**src/logic/gfip_pkg.sv**
```systemverilog
// package: register map, field layout and reset values of the gpio input/protect block
package gfip_pkg;
  // ****************************************
  // widths
  // ****************************************
  localparam int unsigned LINES = 32;
  localparam int unsigned ADDR_W = 8;
  // ****************************************
  // register byte offsets
  // ****************************************
  localparam logic [7:0] OFF_LINE_CTRL_TAKE = 8'h00;
  localparam logic [7:0] OFF_LINE_CTRL_RELEASE = 8'h04;
  localparam logic [7:0] OFF_LINE_CTRL_STATUS = 8'h08;
  localparam logic [7:0] OFF_DRIVE_ENABLE_SET = 8'h10;
  localparam logic [7:0] OFF_DRIVE_ENABLE_CLEAR = 8'h14;
  localparam logic [7:0] OFF_DRIVE_ENABLE_STATUS = 8'h18;
  localparam logic [7:0] OFF_FILTER_ENABLE_SET = 8'h20;
  localparam logic [7:0] OFF_FILTER_ENABLE_CLEAR = 8'h24;
  localparam logic [7:0] OFF_FILTER_STATUS = 8'h28;
  localparam logic [7:0] OFF_OUT_LEVEL_SET = 8'h30;
  localparam logic [7:0] OFF_OUT_LEVEL_CLEAR = 8'h34;
  localparam logic [7:0] OFF_OUT_LEVEL_STATUS = 8'h38;
  localparam logic [7:0] OFF_PIN_LEVEL_READBACK = 8'h3C;
  localparam logic [7:0] OFF_CHANGE_IRQ_ENABLE = 8'h40;
  localparam logic [7:0] OFF_CHANGE_IRQ_DISABLE = 8'h44;
  localparam logic [7:0] OFF_CHANGE_IRQ_MASK = 8'h48;
  localparam logic [7:0] OFF_CHANGE_IRQ_STATUS = 8'h4C;
  localparam logic [7:0] OFF_OPEN_DRAIN_SET = 8'h50;
  localparam logic [7:0] OFF_OPEN_DRAIN_CLEAR = 8'h54;
  localparam logic [7:0] OFF_OPEN_DRAIN_STATUS = 8'h58;
  localparam logic [7:0] OFF_PULLUP_OFF = 8'h60;
  localparam logic [7:0] OFF_PULLUP_ON = 8'h64;
  localparam logic [7:0] OFF_PULLUP_STATUS = 8'h68;
  localparam logic [7:0] OFF_PERIPH_FIRST_SELECT = 8'h70;
  localparam logic [7:0] OFF_PERIPH_SECOND_SELECT = 8'h74;
  localparam logic [7:0] OFF_PERIPH_SELECT_STATUS = 8'h78;
  localparam logic [7:0] OFF_DIRECT_WRITE_MASK_SET = 8'hA0;
  localparam logic [7:0] OFF_DIRECT_WRITE_MASK_CLEAR = 8'hA4;
  localparam logic [7:0] OFF_DIRECT_WRITE_MASK_STATUS = 8'hA8;
  localparam logic [7:0] OFF_PAD_DELAY_CODES0 = 8'hC0;
  localparam logic [7:0] OFF_PAD_DELAY_CODES3 = 8'hCC;
  localparam logic [7:0] OFF_WRITE_PROTECT_MODE = 8'hE4;
  localparam logic [7:0] OFF_WRITE_PROTECT_STATUS = 8'hE8;
  // ****************************************
  // fields and reset values
  // ****************************************
  localparam int unsigned PROTECT_ENABLE_BIT = 0;
  localparam int unsigned VIOLATION_FLAG_BIT = 0;
  localparam int unsigned VIOLATION_SOURCE_LSB = 8;
  localparam logic [31:0] RESET_ZERO = 32'h0000_0000;
  localparam logic [31:0] RESET_LINE_CTRL = 32'hFFFF_FFFF;
  localparam int unsigned DELAY_CODE_W = 4;
  localparam int unsigned DELAY_REGS = 4;
  // pads with a working delay: port-a lines 30..23 and 9..2 (port-c set via parameter)
  localparam logic [31:0] DELAY_PADS_PORT_A = 32'h7F80_03FC;
  localparam logic [31:0] DELAY_PADS_PORT_C = 32'h0000_10FC;
  // ahb transfer types
  localparam logic [1:0] HTRANS_NONSEQ = 2'h2;
  localparam logic [1:0] HTRANS_SEQ = 2'h3;
endpackage

```
**src/logic/gfip_glitch_filter.sv**
```systemverilog
// glitch filter for one group of input lines, working on both clock edges
`timescale 1ns/1ps
`default_nettype none
module gfip_glitch_filter #(
  parameter int unsigned WIDTH = 32
) (
  input wire logic clk,
  input wire logic reset,
  input wire logic [WIDTH-1:0] pinSync,
  input wire logic [WIDTH-1:0] filterOn,
  output logic [WIDTH-1:0] filtered
);
  // ****************************************
  // half-cycle sampling
  // ****************************************
  logic [WIDTH-1:0] fallSample_q;
  logic [WIDTH-1:0] fallSample_d;
  logic [WIDTH-1:0] held_q;
  logic [WIDTH-1:0] held_d;

  initial begin
    if (WIDTH < 1) $error("gfip_glitch_filter: WIDTH must be at least 1");
  end

  // a level seen on the falling edge and again on the rising edge lasted
  // a half period at least; shorter pulses never show in both samples
  always_comb begin
    fallSample_d = pinSync;
  end

  always_ff @(negedge clk or posedge reset) begin
    if (reset) begin
      fallSample_q <= '0;
    end else begin
      fallSample_q <= fallSample_d;
    end
  end

  // per filtered line: accept a new level only when both half-period samples agree
  always_comb begin
    held_d = held_q;
    for (int i = 0; i < WIDTH; i++) begin
      if (!filterOn[i] || (pinSync[i] == fallSample_q[i])) begin
        held_d[i] = pinSync[i];
      end
    end
  end

  always_ff @(posedge clk or posedge reset) begin
    if (reset) begin
      held_q <= '0;
    end else begin
      held_q <= held_d;
    end
  end

  // unfiltered lines bypass the hold register so they carry no extra cycle
  assign filtered = (filterOn & held_q) | (~filterOn & pinSync);
endmodule
`default_nettype wire

```
**src/logic/gfip_gpio_filter_irq_protect.sv**
```systemverilog
// top: gpio input filter, change interrupt, write protection and delay codes
//
// The register offsets and the AHB-Lite interface to the registers were decided locally.
`timescale 1ns/1ps
`default_nettype none
module gfip_gpio_filter_irq_protect #(
  parameter int unsigned LINES = gfip_pkg::LINES,
  parameter logic [31:0] DELAY_PADS = gfip_pkg::DELAY_PADS_PORT_A
) (
  input wire logic clk,
  input wire logic reset,
  input wire logic hsel,
  input wire logic [31:0] haddr,
  input wire logic [1:0] htrans,
  input wire logic hwrite,
  input wire logic [2:0] hsize,
  input wire logic [31:0] hwdata,
  input wire logic hready,
  output logic [31:0] hrdata,
  output logic hreadyout,
  output logic hresp,
  input wire logic [LINES-1:0] pinIn,
  output logic [LINES-1:0] periphIn,
  output logic changeIrq,
  output logic [LINES-1:0] lineCtrl,
  output logic [LINES-1:0] driveEnable,
  output logic [LINES-1:0] outLevel,
  output logic [LINES-1:0] openDrain,
  output logic [LINES-1:0] pullupOff,
  output logic [LINES-1:0] periphSecond,
  output logic [4*LINES-1:0] padDelayCodes
);
  // ****************************************
  // parameter checks
  // ****************************************
  initial begin
    if (LINES < 1 || LINES > 32) $error("gfip: LINES must be 1 to 32");
  end
  // ****************************************
  // input synchronisers
  // ****************************************
  logic [LINES-1:0] sync1_q; // first stage, read only by sync2
  logic [LINES-1:0] sync2_q;
  logic [LINES-1:0] sync3_q;
  logic [LINES-1:0] pinStable_q; // level once stages two and three agree
  logic [LINES-1:0] pinStable_d;
  // a pin change is counted once the second and third stages agree
  always_comb begin
    pinStable_d = pinStable_q;
    for (int i = 0; i < LINES; i++) begin
      if (sync2_q[i] == sync3_q[i]) begin
        pinStable_d[i] = sync3_q[i];
      end
    end
  end
  always_ff @(posedge clk or posedge reset) begin
    if (reset) begin
      sync1_q <= '0;
      sync2_q <= '0;
      sync3_q <= '0;
      pinStable_q <= '0;
    end else begin
      sync1_q <= pinIn;
      sync2_q <= sync1_q;
      sync3_q <= sync2_q;
      pinStable_q <= pinStable_d;
    end
  end

  // peripherals see the synchronised pin with no filter in the way
  assign periphIn = pinStable_q;
  // ****************************************
  // glitch filter
  // ****************************************
  logic [LINES-1:0] filterStatus_q; // filter_status
  logic [LINES-1:0] filtered;
  // the filter runs off clk only, so a gated clock stops it entirely
  gfip_glitch_filter #(
    .WIDTH(LINES)
  ) uFilter (
    .clk(clk),
    .reset(reset),
    .pinSync(pinStable_q),
    .filterOn(filterStatus_q),
    .filtered(filtered)
  );
  // ****************************************
  // bus address phase capture
  // ****************************************
  logic phaseValid_q;
  logic phaseValid_d;
  logic phaseWrite_q;
  logic phaseWrite_d;
  logic [7:0] phaseAddr_q;
  logic [7:0] phaseAddr_d;
  logic busRead; // read accepted in the address phase

  // every transfer finishes in one data-phase cycle, so hreadyout stays high
  always_comb begin
    phaseValid_d = hsel && hready && (htrans == gfip_pkg::HTRANS_NONSEQ
                   || htrans == gfip_pkg::HTRANS_SEQ);
    phaseWrite_d = hwrite;
    phaseAddr_d = haddr[7:0];
  end

  always_ff @(posedge clk or posedge reset) begin
    if (reset) begin
      phaseValid_q <= 1'b0;
      phaseWrite_q <= 1'b0;
      phaseAddr_q <= 8'h00;
    end else begin
      phaseValid_q <= phaseValid_d;
      phaseWrite_q <= phaseWrite_d;
      phaseAddr_q <= phaseAddr_d;
    end
  end

  assign busRead = phaseValid_d && !hwrite;
  assign hreadyout = 1'b1;
  assign hresp = 1'b0;

  // ****************************************
  // register state
  // ****************************************
  logic wrStrobe;
  logic protectOn;
  logic protectedTarget;
  logic writeAllowed;
  logic [31:0] wdat;
  logic [LINES-1:0] irqMask_q, irqMask_d;
  logic [LINES-1:0] irqStatus_q, irqStatus_d;
  logic [LINES-1:0] filterStatus_d;
  logic [LINES-1:0] lineCtrl_q, lineCtrl_d;
  logic [LINES-1:0] drive_q, drive_d;
  logic [LINES-1:0] level_q, level_d;
  logic [LINES-1:0] drain_q, drain_d;
  logic [LINES-1:0] pullOff_q, pullOff_d;
  logic [LINES-1:0] second_q, second_d;
  logic [LINES-1:0] directMask_q, directMask_d;
  logic [31:0] delay_q [gfip_pkg::DELAY_REGS];
  logic [31:0] delay_d [gfip_pkg::DELAY_REGS];
  logic protectMode_q, protectMode_d; // protect_enable_bit
  logic violation_q, violation_d; // violation_flag
  logic [7:0] violationSrc_q, violationSrc_d; // violation_source
  logic [LINES-1:0] lastSample_q; // previous filtered sample
  logic [LINES-1:0] changed;
  logic statusRead;
  logic protectStatusRead;

  assign wrStrobe = phaseValid_q && phaseWrite_q;
  assign wdat = hwdata;
  assign protectOn = protectMode_q;

  // the sixteen set/clear registers covered by write protection
  always_comb begin
    case (phaseAddr_q)
      gfip_pkg::OFF_LINE_CTRL_TAKE, gfip_pkg::OFF_LINE_CTRL_RELEASE,
      gfip_pkg::OFF_DRIVE_ENABLE_SET, gfip_pkg::OFF_DRIVE_ENABLE_CLEAR,
      gfip_pkg::OFF_FILTER_ENABLE_SET, gfip_pkg::OFF_FILTER_ENABLE_CLEAR,
      gfip_pkg::OFF_OUT_LEVEL_SET, gfip_pkg::OFF_OUT_LEVEL_CLEAR,
      gfip_pkg::OFF_OPEN_DRAIN_SET, gfip_pkg::OFF_OPEN_DRAIN_CLEAR,
      gfip_pkg::OFF_PULLUP_OFF, gfip_pkg::OFF_PULLUP_ON,
      gfip_pkg::OFF_PERIPH_FIRST_SELECT, gfip_pkg::OFF_PERIPH_SECOND_SELECT,
      gfip_pkg::OFF_DIRECT_WRITE_MASK_SET,
      gfip_pkg::OFF_DIRECT_WRITE_MASK_CLEAR: protectedTarget = 1'b1;
      default: protectedTarget = 1'b0;
    endcase
  end

  assign writeAllowed = wrStrobe && !(protectOn && protectedTarget);

  // change detection compares two successive filtered samples on every line,
  // whatever its direction or owner
  assign changed = filtered ^ lastSample_q;

  // read clears act in the address phase; data phase returns the old value
  assign statusRead = busRead && haddr[7:0] == gfip_pkg::OFF_CHANGE_IRQ_STATUS;
  assign protectStatusRead = busRead
                             && haddr[7:0] == gfip_pkg::OFF_WRITE_PROTECT_STATUS;

  // next state of all software-visible registers
  always_comb begin
    filterStatus_d = filterStatus_q;
    irqMask_d = irqMask_q;
    lineCtrl_d = lineCtrl_q;
    drive_d = drive_q;
    level_d = level_q;
    drain_d = drain_q;
    pullOff_d = pullOff_q;
    second_d = second_q;
    directMask_d = directMask_q;
    delay_d = delay_q;
    protectMode_d = protectMode_q;
    violation_d = violation_q;
    violationSrc_d = violationSrc_q;
    // clear on read first, so a change in the same cycle still lands
    irqStatus_d = statusRead ? '0 : irqStatus_q;
    irqStatus_d = irqStatus_d | changed;
    if (protectStatusRead) begin
      violation_d = 1'b0;
    end
    if (wrStrobe && protectOn && protectedTarget) begin
      violation_d = 1'b1;
      violationSrc_d = phaseAddr_q;
    end
    if (writeAllowed) begin
      case (phaseAddr_q)
        gfip_pkg::OFF_LINE_CTRL_TAKE: lineCtrl_d = lineCtrl_q | wdat[LINES-1:0];
        gfip_pkg::OFF_LINE_CTRL_RELEASE: lineCtrl_d = lineCtrl_q & ~wdat[LINES-1:0];
        gfip_pkg::OFF_DRIVE_ENABLE_SET: drive_d = drive_q | wdat[LINES-1:0];
        gfip_pkg::OFF_DRIVE_ENABLE_CLEAR: drive_d = drive_q & ~wdat[LINES-1:0];
        gfip_pkg::OFF_FILTER_ENABLE_SET: begin
          filterStatus_d = filterStatus_q | wdat[LINES-1:0];
        end
        gfip_pkg::OFF_FILTER_ENABLE_CLEAR: begin
          filterStatus_d = filterStatus_q & ~wdat[LINES-1:0];
        end
        gfip_pkg::OFF_OUT_LEVEL_SET: level_d = level_q | wdat[LINES-1:0];
        gfip_pkg::OFF_OUT_LEVEL_CLEAR: level_d = level_q & ~wdat[LINES-1:0];
        // direct write only touches lines whose write mask bit is set
        gfip_pkg::OFF_OUT_LEVEL_STATUS: begin
          level_d = (level_q & ~directMask_q) | (wdat[LINES-1:0] & directMask_q);
        end
        gfip_pkg::OFF_CHANGE_IRQ_ENABLE: irqMask_d = irqMask_q | wdat[LINES-1:0];
        gfip_pkg::OFF_CHANGE_IRQ_DISABLE: irqMask_d = irqMask_q & ~wdat[LINES-1:0];
        gfip_pkg::OFF_OPEN_DRAIN_SET: drain_d = drain_q | wdat[LINES-1:0];
        gfip_pkg::OFF_OPEN_DRAIN_CLEAR: drain_d = drain_q & ~wdat[LINES-1:0];
        gfip_pkg::OFF_PULLUP_OFF: pullOff_d = pullOff_q | wdat[LINES-1:0];
        gfip_pkg::OFF_PULLUP_ON: pullOff_d = pullOff_q & ~wdat[LINES-1:0];
        gfip_pkg::OFF_PERIPH_FIRST_SELECT: second_d = second_q & ~wdat[LINES-1:0];
        gfip_pkg::OFF_PERIPH_SECOND_SELECT: second_d = second_q | wdat[LINES-1:0];
        gfip_pkg::OFF_DIRECT_WRITE_MASK_SET: directMask_d = directMask_q | wdat[LINES-1:0];
        gfip_pkg::OFF_DIRECT_WRITE_MASK_CLEAR: directMask_d = directMask_q & ~wdat[LINES-1:0];
        gfip_pkg::OFF_WRITE_PROTECT_MODE: protectMode_d = wdat[gfip_pkg::PROTECT_ENABLE_BIT];
        default: begin
          // delay words sit on four consecutive aligned offsets
          for (int r = 0; r < gfip_pkg::DELAY_REGS; r++) begin
            if (phaseAddr_q == gfip_pkg::OFF_PAD_DELAY_CODES0 + 8'(4 * r)) begin
              delay_d[r] = wdat;
            end
          end
        end
      endcase
    end
  end

  // all registers; filter, mask and protect start cleared so nothing is armed
  always_ff @(posedge clk or posedge reset) begin
    if (reset) begin
      filterStatus_q <= '0;
      irqMask_q <= '0;
      irqStatus_q <= '0;
      lineCtrl_q <= '1;
      drive_q <= '0;
      level_q <= '0;
      drain_q <= '0;
      pullOff_q <= '0;
      second_q <= '0;
      directMask_q <= '0;
      for (int r = 0; r < gfip_pkg::DELAY_REGS; r++) begin
        delay_q[r] <= gfip_pkg::RESET_ZERO;
      end
      protectMode_q <= 1'b0;
      violation_q <= 1'b0;
      violationSrc_q <= 8'h00;
      lastSample_q <= '0;
    end else begin
      filterStatus_q <= filterStatus_d;
      irqMask_q <= irqMask_d;
      irqStatus_q <= irqStatus_d;
      lineCtrl_q <= lineCtrl_d;
      drive_q <= drive_d;
      level_q <= level_d;
      drain_q <= drain_d;
      pullOff_q <= pullOff_d;
      second_q <= second_d;
      directMask_q <= directMask_d;
      delay_q <= delay_d;
      protectMode_q <= protectMode_d;
      violation_q <= violation_d;
      violationSrc_q <= violationSrc_d;
      lastSample_q <= filtered;
    end
  end

  // ****************************************
  // outputs
  // ****************************************
  // one wired-or request from every pending line whose mask bit is set
  assign changeIrq = |(irqStatus_q & irqMask_q);
  assign lineCtrl = lineCtrl_q;
  assign driveEnable = drive_q;
  assign outLevel = level_q;
  assign openDrain = drain_q;
  assign pullupOff = pullOff_q;
  assign periphSecond = second_q;

  // pads without delay hardware always see code zero
  genvar g;
  generate
    for (g = 0; g < LINES; g++) begin : gDelay
      assign padDelayCodes[4*g +: 4] = DELAY_PADS[g] ? delay_q[g/8][4*(g%8) +: 4] : 4'h0;
    end
  endgenerate

  // ****************************************
  // read data, registered for the data phase
  // ****************************************
  logic [31:0] rdata_q, rdata_d;

  always_comb begin
    rdata_d = 32'h0000_0000;
    case (haddr[7:0])
      gfip_pkg::OFF_LINE_CTRL_STATUS: rdata_d[LINES-1:0] = lineCtrl_q;
      gfip_pkg::OFF_DRIVE_ENABLE_STATUS: rdata_d[LINES-1:0] = drive_q;
      gfip_pkg::OFF_FILTER_STATUS: rdata_d[LINES-1:0] = filterStatus_q;
      gfip_pkg::OFF_OUT_LEVEL_STATUS: rdata_d[LINES-1:0] = level_q;
      gfip_pkg::OFF_PIN_LEVEL_READBACK: rdata_d[LINES-1:0] = filtered;
      gfip_pkg::OFF_CHANGE_IRQ_MASK: rdata_d[LINES-1:0] = irqMask_q;
      gfip_pkg::OFF_CHANGE_IRQ_STATUS: rdata_d[LINES-1:0] = irqStatus_q;
      gfip_pkg::OFF_OPEN_DRAIN_STATUS: rdata_d[LINES-1:0] = drain_q;
      gfip_pkg::OFF_PULLUP_STATUS: rdata_d[LINES-1:0] = pullOff_q;
      gfip_pkg::OFF_PERIPH_SELECT_STATUS: rdata_d[LINES-1:0] = second_q;
      gfip_pkg::OFF_DIRECT_WRITE_MASK_STATUS: rdata_d[LINES-1:0] = directMask_q;
      gfip_pkg::OFF_WRITE_PROTECT_MODE: rdata_d[gfip_pkg::PROTECT_ENABLE_BIT] = protectMode_q;
      gfip_pkg::OFF_WRITE_PROTECT_STATUS: begin
        rdata_d[gfip_pkg::VIOLATION_FLAG_BIT] = violation_q;
        rdata_d[gfip_pkg::VIOLATION_SOURCE_LSB +: 8] = violationSrc_q;
      end
      default: begin
        for (int r = 0; r < gfip_pkg::DELAY_REGS; r++) begin
          if (haddr[7:0] == gfip_pkg::OFF_PAD_DELAY_CODES0 + 8'(4 * r)) begin
            rdata_d = delay_q[r];
          end
        end
      end
    endcase
  end

  always_ff @(posedge clk or posedge reset) begin
    if (reset) begin
      rdata_q <= 32'h0000_0000;
    end else begin
      rdata_q <= rdata_d;
    end
  end

  assign hrdata = rdata_q;
endmodule
`default_nettype wire

```
**config.mk**
```make
export PLATFORM = sky130hd
export DESIGN_NAME = gfip_gpio_filter_irq_protect
export DESIGN_NICKNAME = d
export VERILOG_FILES = /design/src/logic/gfip_pkg.sv /design/src/logic/gfip_glitch_filter.sv /design/src/logic/gfip_gpio_filter_irq_protect.sv
export SDC_FILE = /design/constraint.sdc
export NUM_CORES = 2
export LEC_CHECK = 0
export BUFFER_PORTS_ARGS = -buffer_cell sky130_fd_sc_hd__clkbuf_2
export CORE_MARGIN = 1
export CORE_UTILIZATION = 57
export CTS_CLUSTER_DIAMETER = 80
export DETAILED_ROUTE_END_ITERATION = 7
export PLACE_DENSITY = 0.88
export SLEW_MARGIN = 20
export SYNTH_ARGS = -nofsm -noshare
export SYNTH_HDL_FRONTEND = slang
export SYNTH_HIERARCHICAL = 1
export SYNTH_SLANG_ARGS = --single-unit
```
**constraint.sdc**
```tcl
create_clock -name clk -period 28.7 [get_ports clk]
set_input_delay 5.74 -clock clk [delete_from_list [all_inputs] [get_ports clk]]
set_output_delay 5.74 -clock clk [all_outputs]
set_load 0.02 [all_outputs]
```
==> impl_metrics.py <==
metrics = {
    "floorplan": {
        "floorplan.die.width_um": 242,
        "design.die.area_um2": 58800,
        "starting_density_of_the_core": 0.581,
        "dieHeight_um": 242,
        "i_o_pin_cnt": 493,
        "core-area_um2": 56700,
        "rows": 87,
    },
    "clocking": {
        "cts-root-buf": "sky130_fd_sc_hd__clkbuf_16",
        "cts_repair_resize_count": 0,
        "clock_sink_count": 724,
        "cts_hold_buf": 0,
        "register_clock_pin_slew_on_the_reported_worst_setup_and_hold_paths_ns": 0.06,
        "cts.htree.levels": 3,
        "tritoncts_clock_tree": "built",
        "ctsLongestPathBuffers": 3,
        "cts_made_buffers": 74,
        "cts.repair_timing.setup_buffer_count": 0,
        "clock_insertion_delay_worst_skew_ns": 0.64,
    },
    "power_and_ir_drop": {
        "worst_ir_drop_vdd_v": 0.0000493,
        "power.static_leakage_nw": 17.3,
        "pwr_density_cell_nw_per_um2": 63.7,
    },
    "routing": {
        "vias_per_cell": 6.60,
        "post-route-drc-count": 0,
        "routedWlPerCell_um": 29.3,
        "ant_nets": 0,
        "first_pass_iters": 8,
        "vias": 26600,
        "finalWirelength_mm": 118,
        "detailedRoute.firstIterationViolations": 3787,
    },
    "sta": {
        "timing_hold_violations_final": 0,
        "clock-skew-final_ns": 0.0379,
        "timing.final.max_slew_violations": 0,
        "slew_headroom": 0.239,
        "worst_margin_slew_ns": 1.11,
        "rsz_0062_raised_after_global_routing": "no",
        "setup_total_negative_slack_ns": 0,
        "finalSetupViolations": 0,
    },
    "placed_design": {
        "numPortBuffers": 398,
        "place.detailed.instances": 3880,
        "gp_congestion": 1.03,
        "hpwlAfterDp_mm": 79.6,
    },
    "critical_path": {
        "worst-endpoint-arrival_ns": 6.75,
        "crit_required_ns": 15.03,
        "worst-path-max-fanout": 64,
        "rr_endpoint": "uFilter/held_q[15]$_DFFE_PP0P_",
        "crit_path_end_kind": "asynchronous set/reset pin",
        "r2r_slack_ns": 13.49,
        "worst_setup_path_startpoint": "reset",
        "cp-endpoint": "uFilter/fallSample_q[29]$_DFF_NP0_",
        "worst_r2r_path_depth": 2,
        "timing.setup.critical_path_class": "input pin to asynchronous set/reset pin",
        "worst_setup_path_start_kind": "input pin",
        "reg2reg_from": "uFilter/fallSample_q[15]$_DFF_NP0_",
    },
    "yosys": {
        "yosys.area.top_type_share": 0.501,
        "synth_enable_flop_cells": 0,
        "post_synthesis_average_cell_area_um2": 11.2,
        "synth-seq-cells": 724,
        "synth_seq_area_share": 0.551,
        "post_synth_num_cell_types": 81,
        "synth_top_cells_by_area": "sky130_fd_sc_hd__dfrtp_1 50%, sky130_fd_sc_hd__mux2_2 7.3%, sky130_fd_sc_hd__mux2i_1 3.1%",
        "synth_flop_cell": "sky130_fd_sc_hd__dfrtp_1",
        "async_reset_ff_frac": 1.00,
        "netlist_area_um2": 33000,
        "synthesis.instances": 2939,
        "synth_area_leader_cell": "sky130_fd_sc_hd__dfrtp_1",
        "yosysWarningCount": 6,
    },
    "finish": {
        "final_common_cell": "sky130_fd_sc_hd__dfrtp_1",
        "area_delta_synth_final_pct": 13.3,
        "drive_gt1_frac": 0.269,
        "num-fill-cells": 4182,
        "finish.net_count": 3307,
        "layoutNonFillerInstCount": 4021,
        "mostFrequentLayoutCells": "657 x sky130_fd_sc_hd__dfrtp_1, 397 x sky130_fd_sc_hd__clkbuf_2, 254 x sky130_fd_sc_hd__nor2_1",
    },
    "global_routing": {
        "grt_first_pass_wirelength_mm": 172,
        "globalRouteOverflowTotal": 0,
        "pin_count_of_the_biggest_net_entering_global_routing": 122,
        "antenna_found_initial": 4,
        "groute.usage.overall": 0.399,
        "grt_pass1_vias": 25600,
    },
    "hold_path": {
        "hp-class": "flip-flop to flip-flop",
    },
    "outcome": {
        "status": "complete, no violations",
    },
    "job": {
        "drv.max_cap_violation_count": 0,
    },
}
-- layer usage --
layer | routed length (µm) | GRT usage | up-vias
met3 | 17700 | 0.161 | 420
met4 | 7360 | 0.227 | 2
li1 | - | - | 11000
met5 | 19 | 0 | -
met1 | 43000 | 0.524 | 13100
met2 | 49900 | 0.558 | 2063
-- cell families after synthesis --
group | share of synthesized area
other | 0.000228
multiplexers | 0.115
XOR/XNOR | 0.00850
adder cells (fa/ha/maj) | 0.00972
AO/OA/AOI/OAI | 0.161
AND/OR/NAND/NOR | 0.0933
flip-flops | 0.551
buffers and inverters | 0.0613
-- power by group --
part	switching, mW	internal [mW]	leakage, nW
Clock	0.422	0.612	1.28
Sequential	0.0433	1.07	8.73
Combinational	0.155	0.0747	7.32
-- final cells by class --
type                       count  area [µm²]  area share
antenna                        2        5.00    0.000134
timing repair buffer         450        2400      0.0643
inverter                      42         165     0.00442
clock buffer                 108        2140      0.0573
clock inverter                30         448      0.0120
multi-input combinational   1909       13100       0.350
tap                          756         946      0.0253
sequential                   724       18200       0.486
-- worst min-delay path by stage --
| stage | start | endpoint | slack (ns) | cells past startpoint |
|---|---|---|---|---|
| 2_1_floorplan | sync1_q[0]$_DFF_PP0_ | sync2_q[0]$_DFF_PP0_ | 0.33 | 0 |
| 3_3_place_gp | sync1_q[21]$_DFF_PP0_ | sync2_q[21]$_DFF_PP0_ | 0.33 | 0 |
| 3_5_place_dp | sync1_q[0]$_DFF_PP0_ | sync2_q[0]$_DFF_PP0_ | 0.33 | 0 |
| 4_1_cts | sync1_q[0]$_DFF_PP0_ | sync2_q[0]$_DFF_PP0_ | 0.35 | 0 |
| 5_1_grt | sync1_q[8]$_DFF_PP0_ | sync2_q[8]$_DFF_PP0_ | 0.35 | 0 |
| 6_report | sync1_q[0]$_DFF_PP0_ | sync2_q[0]$_DFF_PP0_ | 0.34 | 0 |
-- synth_stat cells (8+ instances only) --
cell type and n:
sky130_fd_sc_hd__a211oi_1 8, sky130_fd_sc_hd__a21o_1 42, sky130_fd_sc_hd__a21oi_1 174, sky130_fd_sc_hd__a221oi_1 15
sky130_fd_sc_hd__a22o_1 55, sky130_fd_sc_hd__a22oi_1 89, sky130_fd_sc_hd__a31oi_1 14, sky130_fd_sc_hd__a32oi_1 13
sky130_fd_sc_hd__and2_1 8, sky130_fd_sc_hd__buf_2 55, sky130_fd_sc_hd__buf_4 134, sky130_fd_sc_hd__buf_6 8
sky130_fd_sc_hd__clkbuf_1 126, sky130_fd_sc_hd__dfrtn_1 32, sky130_fd_sc_hd__dfrtp_1 660, sky130_fd_sc_hd__dfstp_2 32
sky130_fd_sc_hd__inv_1 39, sky130_fd_sc_hd__maj3_1 32, sky130_fd_sc_hd__mux2_2 215, sky130_fd_sc_hd__mux2i_1 102
sky130_fd_sc_hd__mux4_2 14, sky130_fd_sc_hd__nand2_1 177, sky130_fd_sc_hd__nand2b_1 69, sky130_fd_sc_hd__nand3_1 45
sky130_fd_sc_hd__nand4_1 20, sky130_fd_sc_hd__nor2_1 254, sky130_fd_sc_hd__nor2b_1 9, sky130_fd_sc_hd__nor3_1 25
sky130_fd_sc_hd__o211ai_1 8, sky130_fd_sc_hd__o21a_1 19, sky130_fd_sc_hd__o21ai_0 131, sky130_fd_sc_hd__o21ai_2 10
sky130_fd_sc_hd__o22ai_1 48, sky130_fd_sc_hd__o2bb2ai_1 24, sky130_fd_sc_hd__o31ai_1 100, sky130_fd_sc_hd__xnor2_1 32
-- worst max-delay path, stage by stage --
cell and delay, ns:
sky130_fd_sc_hd__clkbuf_2 0.13, sky130_fd_sc_hd__inv_2 0.05, sky130_fd_sc_hd__buf_4 0.69
-- through the flow --
stage / power, mW / cell area, µm² / hold slack (ns) / utilization / setup slack [ns]
finish: 2.38 / 37400 / 0.341 / 0.659 / 8.28
global placement: 1.34 / 34700 / 0.331 / 0.612 / 7.66
global route: 2.44 / 37400 / 0.351 / 0.659 / 8.16
CTS: 2.37 / 37300 / 0.345 / 0.658 / 8.29
floorplan: 1.28 / 33200 / 0.331 / - / 4.52
detailed placement: 1.35 / 34700 / 0.335 / 0.613 / 7.66
Note: power is estimated with default switching activity, not from simulation.
